===== config.mk =====
export PLATFORM = sky130hd
export DESIGN_NAME = cbt_timer
export DESIGN_NICKNAME = d
export VERILOG_FILES = /design/src/cbt_pkg.sv /design/src/cbt_tick_if.sv /design/src/cbt_timer.sv /design/src/cbt_edge_sync.sv /design/src/cbt_prescaler.sv
export SDC_FILE = /design/constraint.sdc
export NUM_CORES = 1
export LEC_CHECK = 0
export BUFFER_PORTS_ARGS = -buffer_cell sky130_fd_sc_hd__buf_2
export CAP_MARGIN = 20
export CORE_UTILIZATION = 50
export CTS_CLUSTER_SIZE = 30
export DETAILED_ROUTE_END_ITERATION = 7
export GPL_ROUTABILITY_DRIVEN = 1
export PLACE_DENSITY = 0.8
export SLEW_MARGIN = 40
export SYNTH_ARGS = -nofsm -noshare
export SYNTH_HDL_FRONTEND = slang
export SYNTH_HIERARCHICAL = 1
export SYNTH_SLANG_ARGS = --single-unit
export TNS_END_PERCENT = 1

===== constraint.sdc =====
create_clock -name i_ref_clk -period 2.65 [get_ports i_ref_clk]
set_input_delay 0.53 -clock i_ref_clk [delete_from_list [all_inputs] [get_ports i_ref_clk]]
set_output_delay 0.53 -clock i_ref_clk [all_outputs]
set_load 0.005 [all_outputs]

===== src/cbt_pkg.sv =====
package cbt_pkg;

   // control byte field positions
   localparam int CBT_FF_BIT = 7;
   localparam int CBT_SEL_MSB = 6;
   localparam int CBT_SEL_LSB = 4;
   localparam int CBT_RUN_BIT = 3;
   localparam int CBT_MODE_MSB = 2;
   localparam int CBT_MODE_LSB = 0;

   // reset values
   localparam logic [7:0] CBT_CTRL_RESET = 8'h00;
   localparam logic [15:0] CBT_WORD_RESET = 16'h0000;
   localparam logic [15:0] CBT_WORD_MAX = 16'hFFFF;
   localparam logic [15:0] CBT_WORD_ONE = 16'h0001;

   // mode field encodings
   localparam logic [2:0] CBT_LOWER_MODE_16 = 3'h3;
   localparam logic [2:0] CBT_UPPER_MODE_COUNT = 3'h4;
   localparam logic [2:0] CBT_UPPER_MODE_PWM = 3'h6;

   // source clock select encodings
   localparam logic [2:0] CBT_SEL_DIV11 = 3'h0;
   localparam logic [2:0] CBT_SEL_DIV7 = 3'h1;
   localparam logic [2:0] CBT_SEL_DIV5 = 3'h2;
   localparam logic [2:0] CBT_SEL_DIV3 = 3'h3;
   localparam logic [2:0] CBT_SEL_LOW_FREQ = 3'h4;
   localparam logic [2:0] CBT_SEL_DIV1 = 3'h5;
   localparam logic [2:0] CBT_SEL_HIGH_FREQ = 3'h6;
   localparam logic [2:0] CBT_SEL_EXTERNAL = 3'h7;

   // prescaler widths
   localparam int CBT_DIV_W = 11;
   localparam logic [2:0] CBT_LOW_DIV_LAST = 3'h7;

   // operating modes of the cascaded pair
   typedef enum logic [2:0]
   {
      CBT_OFF = 3'b001,
      CBT_EVENT = 3'b010,
      CBT_PWM = 3'b100
   } cbt_mode_type;

endpackage


===== src/cbt_tick_if.sv =====
`timescale 1ns/1ps
interface cbt_tick_if;
   logic [2:0] src_sel;
   logic divider_source_select;
   logic low_speed;
   logic low_freq_edge;
   logic event_fall;
   logic count_tick;

   modport prescaler
   (
      input src_sel,
      input divider_source_select,
      input low_speed,
      input low_freq_edge,
      input event_fall,
      output count_tick
   );

   modport core
   (
      output src_sel,
      output divider_source_select,
      output low_speed,
      output low_freq_edge,
      output event_fall,
      input count_tick
   );
endinterface


===== src/cbt_timer.sv =====
`timescale 1ns/1ps
// Behaviour
// - event mode counts falling edges on input
// - lower and upper halves form one counter
// - counting starts when run bit written 1
// - event match raises irq, clears counter
// - after match, counting resumes from zero
// - period compare takes effect immediately
// - pwm counts internal or external clock
// - duty match toggles flop, counting continues
// - overflow toggles flop, clears, raises irq
// - flop loads initial level, resets to zero
// - pwm pin drives inverse of flop
// - duty buffered, moved at pwm overflow or stopped
// - duty read returns active shifted value
// - stop holds pin; later write sets level
// - control codes select clock and mode
module cbt_timer
   import cbt_pkg::*;
(
   // clock and reset
   input wire logic i_ref_clk,
   input wire logic i_reset_n,
   // control byte writes
   input wire logic i_lower_timer_control_wr,
   input wire logic [7:0] i_lower_timer_control,
   input wire logic i_upper_timer_control_wr,
   input wire logic [7:0] i_upper_timer_control,
   // compare byte writes, sharing one data byte
   input wire logic i_period_compare_low_wr,
   input wire logic i_period_compare_high_wr,
   input wire logic i_duty_compare_low_wr,
   input wire logic i_duty_compare_high_wr,
   input wire logic [7:0] i_wr_data,
   // clock environment
   input wire logic i_divider_source_select,
   input wire logic i_low_speed_mode,
   input wire logic i_low_freq_clock,
   // pins
   input wire logic i_event_input_pin,
   output logic o_pwm_output_pin,
   // status and read-back
   output logic o_cascade_match_irq,
   output logic o_running,
   output logic [15:0] o_counter,
   output logic [15:0] o_period_compare,
   output logic [15:0] o_duty_compare,
   output logic [7:0] o_lower_timer_control,
   output logic [7:0] o_upper_timer_control
);

   ////////////////////////////////////////////////////////////////////////////
   // declarations

   cbt_tick_if tick ();

   logic [7:0] lower_ctrl;
   logic [7:0] upper_ctrl;
   logic [7:0] next_lower_ctrl;
   logic [7:0] next_upper_ctrl;
   logic [15:0] period_cmp;
   logic [15:0] next_period_cmp;
   // writes land in the buffer; only the active copy meets the counter
   logic [15:0] duty_buf;
   logic [15:0] next_duty_buf;
   logic [15:0] duty_act;
   logic [15:0] next_duty_act;
   logic [15:0] count;
   logic [15:0] next_count;
   logic [15:0] count_inc;
   logic flop;
   logic next_flop;
   logic next_irq;
   logic running;
   logic event_fall;
   logic low_freq_edge;
   cbt_mode_type mode;

   ////////////////////////////////////////////////////////////////////////////
   // pin synchronisers and source clock selection

   cbt_edge_sync u_event_sync
   (
      .i_ref_clk(i_ref_clk),
      .i_reset_n(i_reset_n),
      .i_pin(i_event_input_pin),
      .o_fall(event_fall),
      .o_rise()
   );

   cbt_edge_sync u_low_freq_sync
   (
      .i_ref_clk(i_ref_clk),
      .i_reset_n(i_reset_n),
      .i_pin(i_low_freq_clock),
      .o_fall(),
      .o_rise(low_freq_edge)
   );

   // lower control byte picks the source for the whole pair
   assign tick.src_sel = lower_ctrl[CBT_SEL_MSB:CBT_SEL_LSB];
   assign tick.divider_source_select = i_divider_source_select;
   assign tick.low_speed = i_low_speed_mode;
   assign tick.low_freq_edge = low_freq_edge;
   assign tick.event_fall = event_fall;

   cbt_prescaler u_prescaler
   (
      .i_ref_clk(i_ref_clk),
      .i_reset_n(i_reset_n),
      .tick(tick.prescaler)
   );

   ////////////////////////////////////////////////////////////////////////////
   // mode decode from both control bytes

   assign running = upper_ctrl[CBT_RUN_BIT];

   // only the cascaded codes run; event mode needs the external source
   // upper count code with an internal source would be timer mode, not built
   always_comb
   begin
      mode = CBT_OFF;
      if (lower_ctrl[CBT_MODE_MSB:CBT_MODE_LSB] == CBT_LOWER_MODE_16)
      begin
         if (upper_ctrl[CBT_MODE_MSB:CBT_MODE_LSB] == CBT_UPPER_MODE_PWM)
         begin
            mode = CBT_PWM;
         end
         else if ((upper_ctrl[CBT_MODE_MSB:CBT_MODE_LSB] == CBT_UPPER_MODE_COUNT) &&
            (lower_ctrl[CBT_SEL_MSB:CBT_SEL_LSB] == CBT_SEL_EXTERNAL))
         begin
            mode = CBT_EVENT;
         end
      end
   end

   ////////////////////////////////////////////////////////////////////////////
   // control and compare byte registers

   // byte-wide writes land as given; pairing is up to software
   always_comb
   begin
      next_lower_ctrl = lower_ctrl;
      next_upper_ctrl = upper_ctrl;
      next_period_cmp = period_cmp;
      next_duty_buf = duty_buf;
      if (i_lower_timer_control_wr)
      begin
         next_lower_ctrl = i_lower_timer_control;
      end
      if (i_upper_timer_control_wr)
      begin
         next_upper_ctrl = i_upper_timer_control;
      end
      // unbuffered: the compare sees the new byte at once
      if (i_period_compare_low_wr)
      begin
         next_period_cmp[7:0] = i_wr_data;
      end
      if (i_period_compare_high_wr)
      begin
         next_period_cmp[15:8] = i_wr_data;
      end
      if (i_duty_compare_low_wr)
      begin
         next_duty_buf[7:0] = i_wr_data;
      end
      if (i_duty_compare_high_wr)
      begin
         next_duty_buf[15:8] = i_wr_data;
      end
   end

   always_ff @(posedge i_ref_clk)
   begin
      if (!i_reset_n)
      begin
         lower_ctrl <= CBT_CTRL_RESET;
         upper_ctrl <= CBT_CTRL_RESET;
         period_cmp <= CBT_WORD_RESET;
         duty_buf <= CBT_WORD_RESET;
      end
      else
      begin
         lower_ctrl <= next_lower_ctrl;
         upper_ctrl <= next_upper_ctrl;
         period_cmp <= next_period_cmp;
         duty_buf <= next_duty_buf;
      end
   end

   ////////////////////////////////////////////////////////////////////////////
   // 16-bit counter, output flop and duty transfer

   assign count_inc = count + CBT_WORD_ONE;

   always_comb
   begin
      next_count = count;
      next_flop = flop;
      next_duty_act = duty_act;
      next_irq = 1'b0;
      if (!running)
      begin
         // stopped: counter parks at zero, flop holds its level
         next_count = CBT_WORD_RESET;
         next_duty_act = duty_buf;
         // a control write while already stopped reloads the level;
         // the write that stops the timer does not touch it
         if (i_upper_timer_control_wr)
         begin
            next_flop = i_upper_timer_control[CBT_FF_BIT];
         end
      end
      else if (tick.count_tick)
      begin
         unique case (mode)
            CBT_EVENT:
            begin
               // clear in the same tick that reaches the period value
               // a zero period matches only once the counter wraps
               if (count_inc == period_cmp)
               begin
                  next_count = CBT_WORD_RESET;
                  next_irq = 1'b1;
               end
               else
               begin
                  next_count = count_inc;
               end
            end
            CBT_PWM:
            begin
               // overflow ends the period; a zero duty never matches,
               // so such a period shows only the overflow edge
               if (count == CBT_WORD_MAX)
               begin
                  next_count = CBT_WORD_RESET;
                  next_flop = ~flop;
                  next_irq = 1'b1;
                  // old buffer wins over a write landing in this cycle
                  next_duty_act = duty_buf;
               end
               else
               begin
                  next_count = count_inc;
                  if (count_inc == duty_act)
                  begin
                     next_flop = ~flop;
                  end
               end
            end
            CBT_OFF:
            begin
               next_count = count;
            end
         endcase
      end
   end

   always_ff @(posedge i_ref_clk)
   begin
      if (!i_reset_n)
      begin
         count <= CBT_WORD_RESET;
         flop <= 1'b0;
         duty_act <= CBT_WORD_RESET;
         o_cascade_match_irq <= 1'b0;
      end
      else
      begin
         count <= next_count;
         flop <= next_flop;
         duty_act <= next_duty_act;
         o_cascade_match_irq <= next_irq;
      end
   end

   ////////////////////////////////////////////////////////////////////////////
   // outputs

   // pin is the inverse of the flop, so reset leaves it high
   assign o_pwm_output_pin = ~flop;
   assign o_running = running;
   assign o_counter = count;
   assign o_period_compare = period_cmp;
   // reads show the active compare, not the pending buffer
   // so a write while running in pwm mode reads back old until the next overflow
   assign o_duty_compare = duty_act;
   assign o_lower_timer_control = lower_ctrl;
   assign o_upper_timer_control = upper_ctrl;

endmodule


===== src/cbt_edge_sync.sv =====
`timescale 1ns/1ps
module cbt_edge_sync
(
   // clock and reset
   input wire logic i_ref_clk,
   input wire logic i_reset_n,
   // asynchronous pin
   input wire logic i_pin,
   // one-cycle edge pulses
   output logic o_fall,
   output logic o_rise
);

   logic sync1;
   logic sync2;
   logic sync3;
   logic level;
   logic next_level;
   logic next_fall;
   logic next_rise;

   // a change counts only once stages two and three agree
   always_comb
   begin
      next_level = level;
      next_fall = 1'b0;
      next_rise = 1'b0;
      if (sync2 == sync3)
      begin
         next_level = sync3;
         next_fall = level & ~sync3;
         next_rise = ~level & sync3;
      end
   end

   // first stage is read only by the second
   always_ff @(posedge i_ref_clk)
   begin
      if (!i_reset_n)
      begin
         sync1 <= 1'b1;
         sync2 <= 1'b1;
         sync3 <= 1'b1;
         level <= 1'b1;
         o_fall <= 1'b0;
         o_rise <= 1'b0;
      end
      else
      begin
         sync1 <= i_pin;
         sync2 <= sync1;
         sync3 <= sync2;
         level <= next_level;
         o_fall <= next_fall;
         o_rise <= next_rise;
      end
   end

endmodule


===== src/cbt_prescaler.sv =====
`timescale 1ns/1ps
module cbt_prescaler
   import cbt_pkg::*;
(
   // clock and reset
   input wire logic i_ref_clk,
   input wire logic i_reset_n,
   // selection and tick
   cbt_tick_if.prescaler tick
);

   logic [CBT_DIV_W-1:0] div;
   logic [CBT_DIV_W-1:0] next_div;
   logic [2:0] low_div;
   logic [2:0] next_low_div;
   logic next_tick;
   logic low_tick;

   // free-running divider of the reference clock, the fast source
   always_comb
   begin
      next_div = div + {{(CBT_DIV_W-1){1'b0}}, 1'b1};
      next_low_div = low_div;
      if (tick.low_freq_edge)
      begin
         next_low_div = low_div + 3'h1;
      end
      low_tick = tick.low_freq_edge && (low_div == CBT_LOW_DIV_LAST);
      next_tick = 1'b0;
      // the slow-speed modes only allow the two low-frequency sources and the external pin
      unique case (tick.src_sel)
         CBT_SEL_DIV11: next_tick = tick.divider_source_select || tick.low_speed ?
            low_tick : (&div[10:0]);
         CBT_SEL_DIV7: next_tick = !tick.low_speed && (&div[6:0]);
         CBT_SEL_DIV5: next_tick = !tick.low_speed && (&div[4:0]);
         CBT_SEL_DIV3: next_tick = !tick.low_speed && (&div[2:0]);
         CBT_SEL_LOW_FREQ: next_tick = tick.low_freq_edge;
         CBT_SEL_DIV1: next_tick = !tick.low_speed && div[0];
         CBT_SEL_HIGH_FREQ: next_tick = !tick.low_speed;
         CBT_SEL_EXTERNAL: next_tick = tick.event_fall;
      endcase
   end

   always_ff @(posedge i_ref_clk)
   begin
      if (!i_reset_n)
      begin
         div <= '0;
         low_div <= 3'h0;
         tick.count_tick <= 1'b0;
      end
      else
      begin
         div <= next_div;
         low_div <= next_low_div;
         tick.count_tick <= next_tick;
      end
   end

endmodule


==> flow_summary.json <==
{
  "irDropWorstVdd_uv": 364,
  "cts.root.buffer_cell": "sky130_fd_sc_hd__clkbuf_8",
  "synthesis.instances": 581,
  "syn_area_mm2": 0.00544,
  "rel_slew_slack": 0.652,
  "cp-start-kind": "flip-flop",
  "dp_hpwl_um": 11800,
  "critical_path.cell_chain": "nand4_1 > buf_4 > buf_6 > buf_6 > nor4_4 > xnor2_2 > nor4b_2 > nand4_1 > buf_6 > o311ai_4 > buf_6 > buf_6 > o21ai_1 > a22o_1",
  "setup_violations": 16,
  "synth.avg_cell_area_um2": 9.35,
  "ant_nets": 0,
  "crit_path_start": "o_counter[0]",
  "clock_path_buffers": 2,
  "violations_in_the_final_reports": "negative setup slack",
  "synthesis.yosys.warnings": 6,
  "maxCapViolCount": 0,
  "antennaDiodeCount": 0,
  "post_layout_nonfiller_instances": 895,
  "totalWireLength_um": 15500,
  "outcome": "complete, but fails checks",
  "place.gp.congestion": 0.952,
  "global_route.overflow_total": 0,
  "p_leak_uw": 0.00322,
  "regToRegStartpoint": "o_counter[0]",
  "timing.critical_path.mode_cell": "sky130_fd_sc_hd__buf_6",
  "r2r_cells": 14,
  "worst_setup_hold_path_clk_slew_ns": 0.11,
  "worstPathRequired_ns": 2.94,
  "final_layout_size_suffix_gt1_frac": 0.340,
  "pin_count_of_the_biggest_net_entering_global_routing": 60,
  "worstSetupEndpoint": "o_counter[2]",
  "antenna_violations_before_repair": 0,
  "finalClockSkew_ns": 0.0103,
  "drt_iter0_drc": 210,
  "io_buffers": 102,
  "io-pin-count": 103,
  "fin_crit_sh": 1.08,
  "htree_num_levels": 3,
  "worst-path-stages": 14,
  "critical-path-top-delay-family": "simple AND/OR/NAND/NOR gates",
  "power-per-cell-area_mw_per_mm2": 450,
  "setup_slack_ns": -0.208,
  "placed_cells_incl_taps": 868,
  "final_core_utilization": 0.682,
  "viasPerCell": 5.53,
  "cp.arrival_ns": 3.15,
  "reg2reg_to": "o_counter[2]",
  "core.rowCount": 37,
  "critPathBufInv": 6,
  "tritoncts_num_sinks": 107,
  "tritoncts": "done",
  "slowest_delay_ns": 0.38,
  "worst-r2r-setup-slack_ns": -0.21,
  "detail_route.drc_violations": 0,
  "initial_utilization": 0.522,
  "final-hold-violation-count": 0,
  "die_x_um": 106,
  "maxSlewViolCount": 0,
  "rsz0062_at_grt": "true",
  "avgRoutedWirePerCell_um": 17.3,
  "worstHoldPathType": "input pin to flip-flop",
  "mappedNetlistNets": 623,
  "first_global_vias": 4630,
  "die_height_um": 106,
  "clk_latency_ns": 0.38,
  "gr-usage-all-layers": 0.282,
  "drt_pre_antenna_iters": 5,
  "core_mm2": 0.0104,
  "critPathMaxFanout": 7,
  "cts_made_buffers": 9,
  "vias": 4949,
  "die_area_mm2": 0.0113,
  "timing_worst_setup_path_type": "flip-flop to flip-flop",
  "syn2layout_area_growth_pct": 30.8,
  "nets": 796,
  "critical_path.slowest_cell": "sky130_fd_sc_hd__dfxtp_4",
  "grt_first_pass_wirelength_um": 24400,
  "worst_slew_pin_slew_ns": 0.518,
  "endpoint_kind_of_the_worst_setup_timing_path": "flip-flop",
  "maxClockFrequency_ghz": 0.350,
  "fin_crit_ns": 2.86
}
## worst register-to-register path, stage by stage, from the launching register on
cell	delay, ns
sky130_fd_sc_hd__dfxtp_4	0.38
sky130_fd_sc_hd__nand4_1	0.12
sky130_fd_sc_hd__buf_4	0.16
sky130_fd_sc_hd__buf_6	0.12
sky130_fd_sc_hd__buf_6	0.13
sky130_fd_sc_hd__nor4_4	0.33
sky130_fd_sc_hd__xnor2_2	0.13
sky130_fd_sc_hd__nor4b_2	0.29
sky130_fd_sc_hd__nand4_1	0.16
sky130_fd_sc_hd__buf_6	0.17
sky130_fd_sc_hd__o311ai_4	0.21
sky130_fd_sc_hd__buf_6	0.17
sky130_fd_sc_hd__buf_6	0.12
sky130_fd_sc_hd__o21ai_1	0.07
sky130_fd_sc_hd__a22o_1	0.22
## how the worst min path moves through the flow
stage	start	endpoint	slack [ns]	cells past startpoint
6_report	i_event_input_pin	u_event_sync/sync1	0.32	2
4_1_cts	i_low_freq_clock	u_low_freq_sync/sync1	0.31	2
3_3_place_gp	u_event_sync/sync1	u_event_sync/sync2	0.39	1
5_1_grt	i_low_freq_clock	u_low_freq_sync/sync1	0.31	2
3_5_place_dp	u_event_sync/sync1	u_event_sync/sync2	0.41	1
2_1_floorplan	u_event_sync/sync1	u_event_sync/sync2	0.39	1
## flip-flops by register name (all words and copies together), names as in the netlist
name / flops
duty_buf: 16
o_counter: 16
o_duty_compare: 16
o_period_compare: 16
u_prescaler/div: 11
o_lower_timer_control: 8
o_upper_timer_control: 8
u_prescaler/low_div: 3
flop: 1
o_cascade_match_irq: 1
u_event_sync/level: 1
u_event_sync/o_fall: 1
u_event_sync/sync1: 1
u_event_sync/sync2: 1
u_event_sync/sync3: 1
u_low_freq_sync/level: 1
u_low_freq_sync/o_rise: 1
u_low_freq_sync/sync1: 1
u_low_freq_sync/sync2: 1
u_low_freq_sync/sync3: 1
u_prescaler/tick.count_tick: 1
## stage by stage
step	worst slack [ns]	power (uW)	hold WS (ns)	area, um^2	setup TNS, ns
final	-0.208	3200	0.322	7110	-2.64
after global placement	-0.242	2100	0.390	6600	-2.88
after floorplan	-0.0848	1950	0.386	5490	-0.881
after detailed placement	-0.271	2110	0.407	6600	-3.32
after global routing	-0.290	3310	0.308	7110	-4.26
after CTS	-0.156	3200	0.315	6950	-1.83
## placed cells by master, fill, tap and decap left out, types with 3 or more instances in the layout
master	instances
sky130_fd_sc_hd__buf_6	7
sky130_fd_sc_hd__a21boi_0	16
sky130_fd_sc_hd__buf_4	89
sky130_fd_sc_hd__or3_1	3
sky130_fd_sc_hd__inv_1	13
sky130_fd_sc_hd__xor2_1	9
sky130_fd_sc_hd__ha_1	5
sky130_fd_sc_hd__o21ai_0	18
sky130_fd_sc_hd__dfxtp_4	3
sky130_fd_sc_hd__nand4_1	10
sky130_fd_sc_hd__nor3_1	6
sky130_fd_sc_hd__buf_2	102
sky130_fd_sc_hd__xnor2_1	24
sky130_fd_sc_hd__o21ai_1	5
sky130_fd_sc_hd__nand2_1	47
sky130_fd_sc_hd__o2111ai_1	3
sky130_fd_sc_hd__nor2_1	24
sky130_fd_sc_hd__xnor3_1	5
sky130_fd_sc_hd__nand2b_1	9
sky130_fd_sc_hd__and3_1	8
sky130_fd_sc_hd__nand3b_1	5
sky130_fd_sc_hd__nor4_1	7
sky130_fd_sc_hd__and2_1	7
sky130_fd_sc_hd__mux2i_1	50
sky130_fd_sc_hd__o31ai_1	3
sky130_fd_sc_hd__nand3_1	14
sky130_fd_sc_hd__dfxtp_1	102
sky130_fd_sc_hd__a22o_1	13
sky130_fd_sc_hd__a31oi_1	4
sky130_fd_sc_hd__clkbuf_8	10
sky130_fd_sc_hd__nor2b_1	60
sky130_fd_sc_hd__xnor2_2	4
sky130_fd_sc_hd__a21oi_1	7
## repair_timing
action	in CTS	in global routing
pin swaps	16	18
gates cloned	1	0
hold buffers	0	0
endpoints found under the setup margin	17	18
gates resized for setup	19	22
setup buffers	7	4
## area by class of cell
type | count | area, um^2
inverters | 14 | 52.6
repair buffers | 200 | 1300
well taps | 136 | 170
multi-input cells | 422 | 3210
clock inverters | 6 | 83.8
clock buffers | 10 | 138
fillers | 830 | 3310
flip-flops and latches | 107 | 2160
## power breakdown
group	total, uW	internal (uW)	switching (uW)
Combinational	364	186	178
Clock	1110	484	624
Sequential	1730	1670	59.5
## per-layer routing
layer / wire length (um) / up-vias / global-route usage
met2: 7390 / 171 / 0.458
met3: 1000 / 29 / 0.0429
met5: 0 / - / 0
met1: 6730 / 2356 / 0.379
li1: - / 2393 / -
met4: 361 / 0 / 0.101
Power figures use the tool's default switching activity.
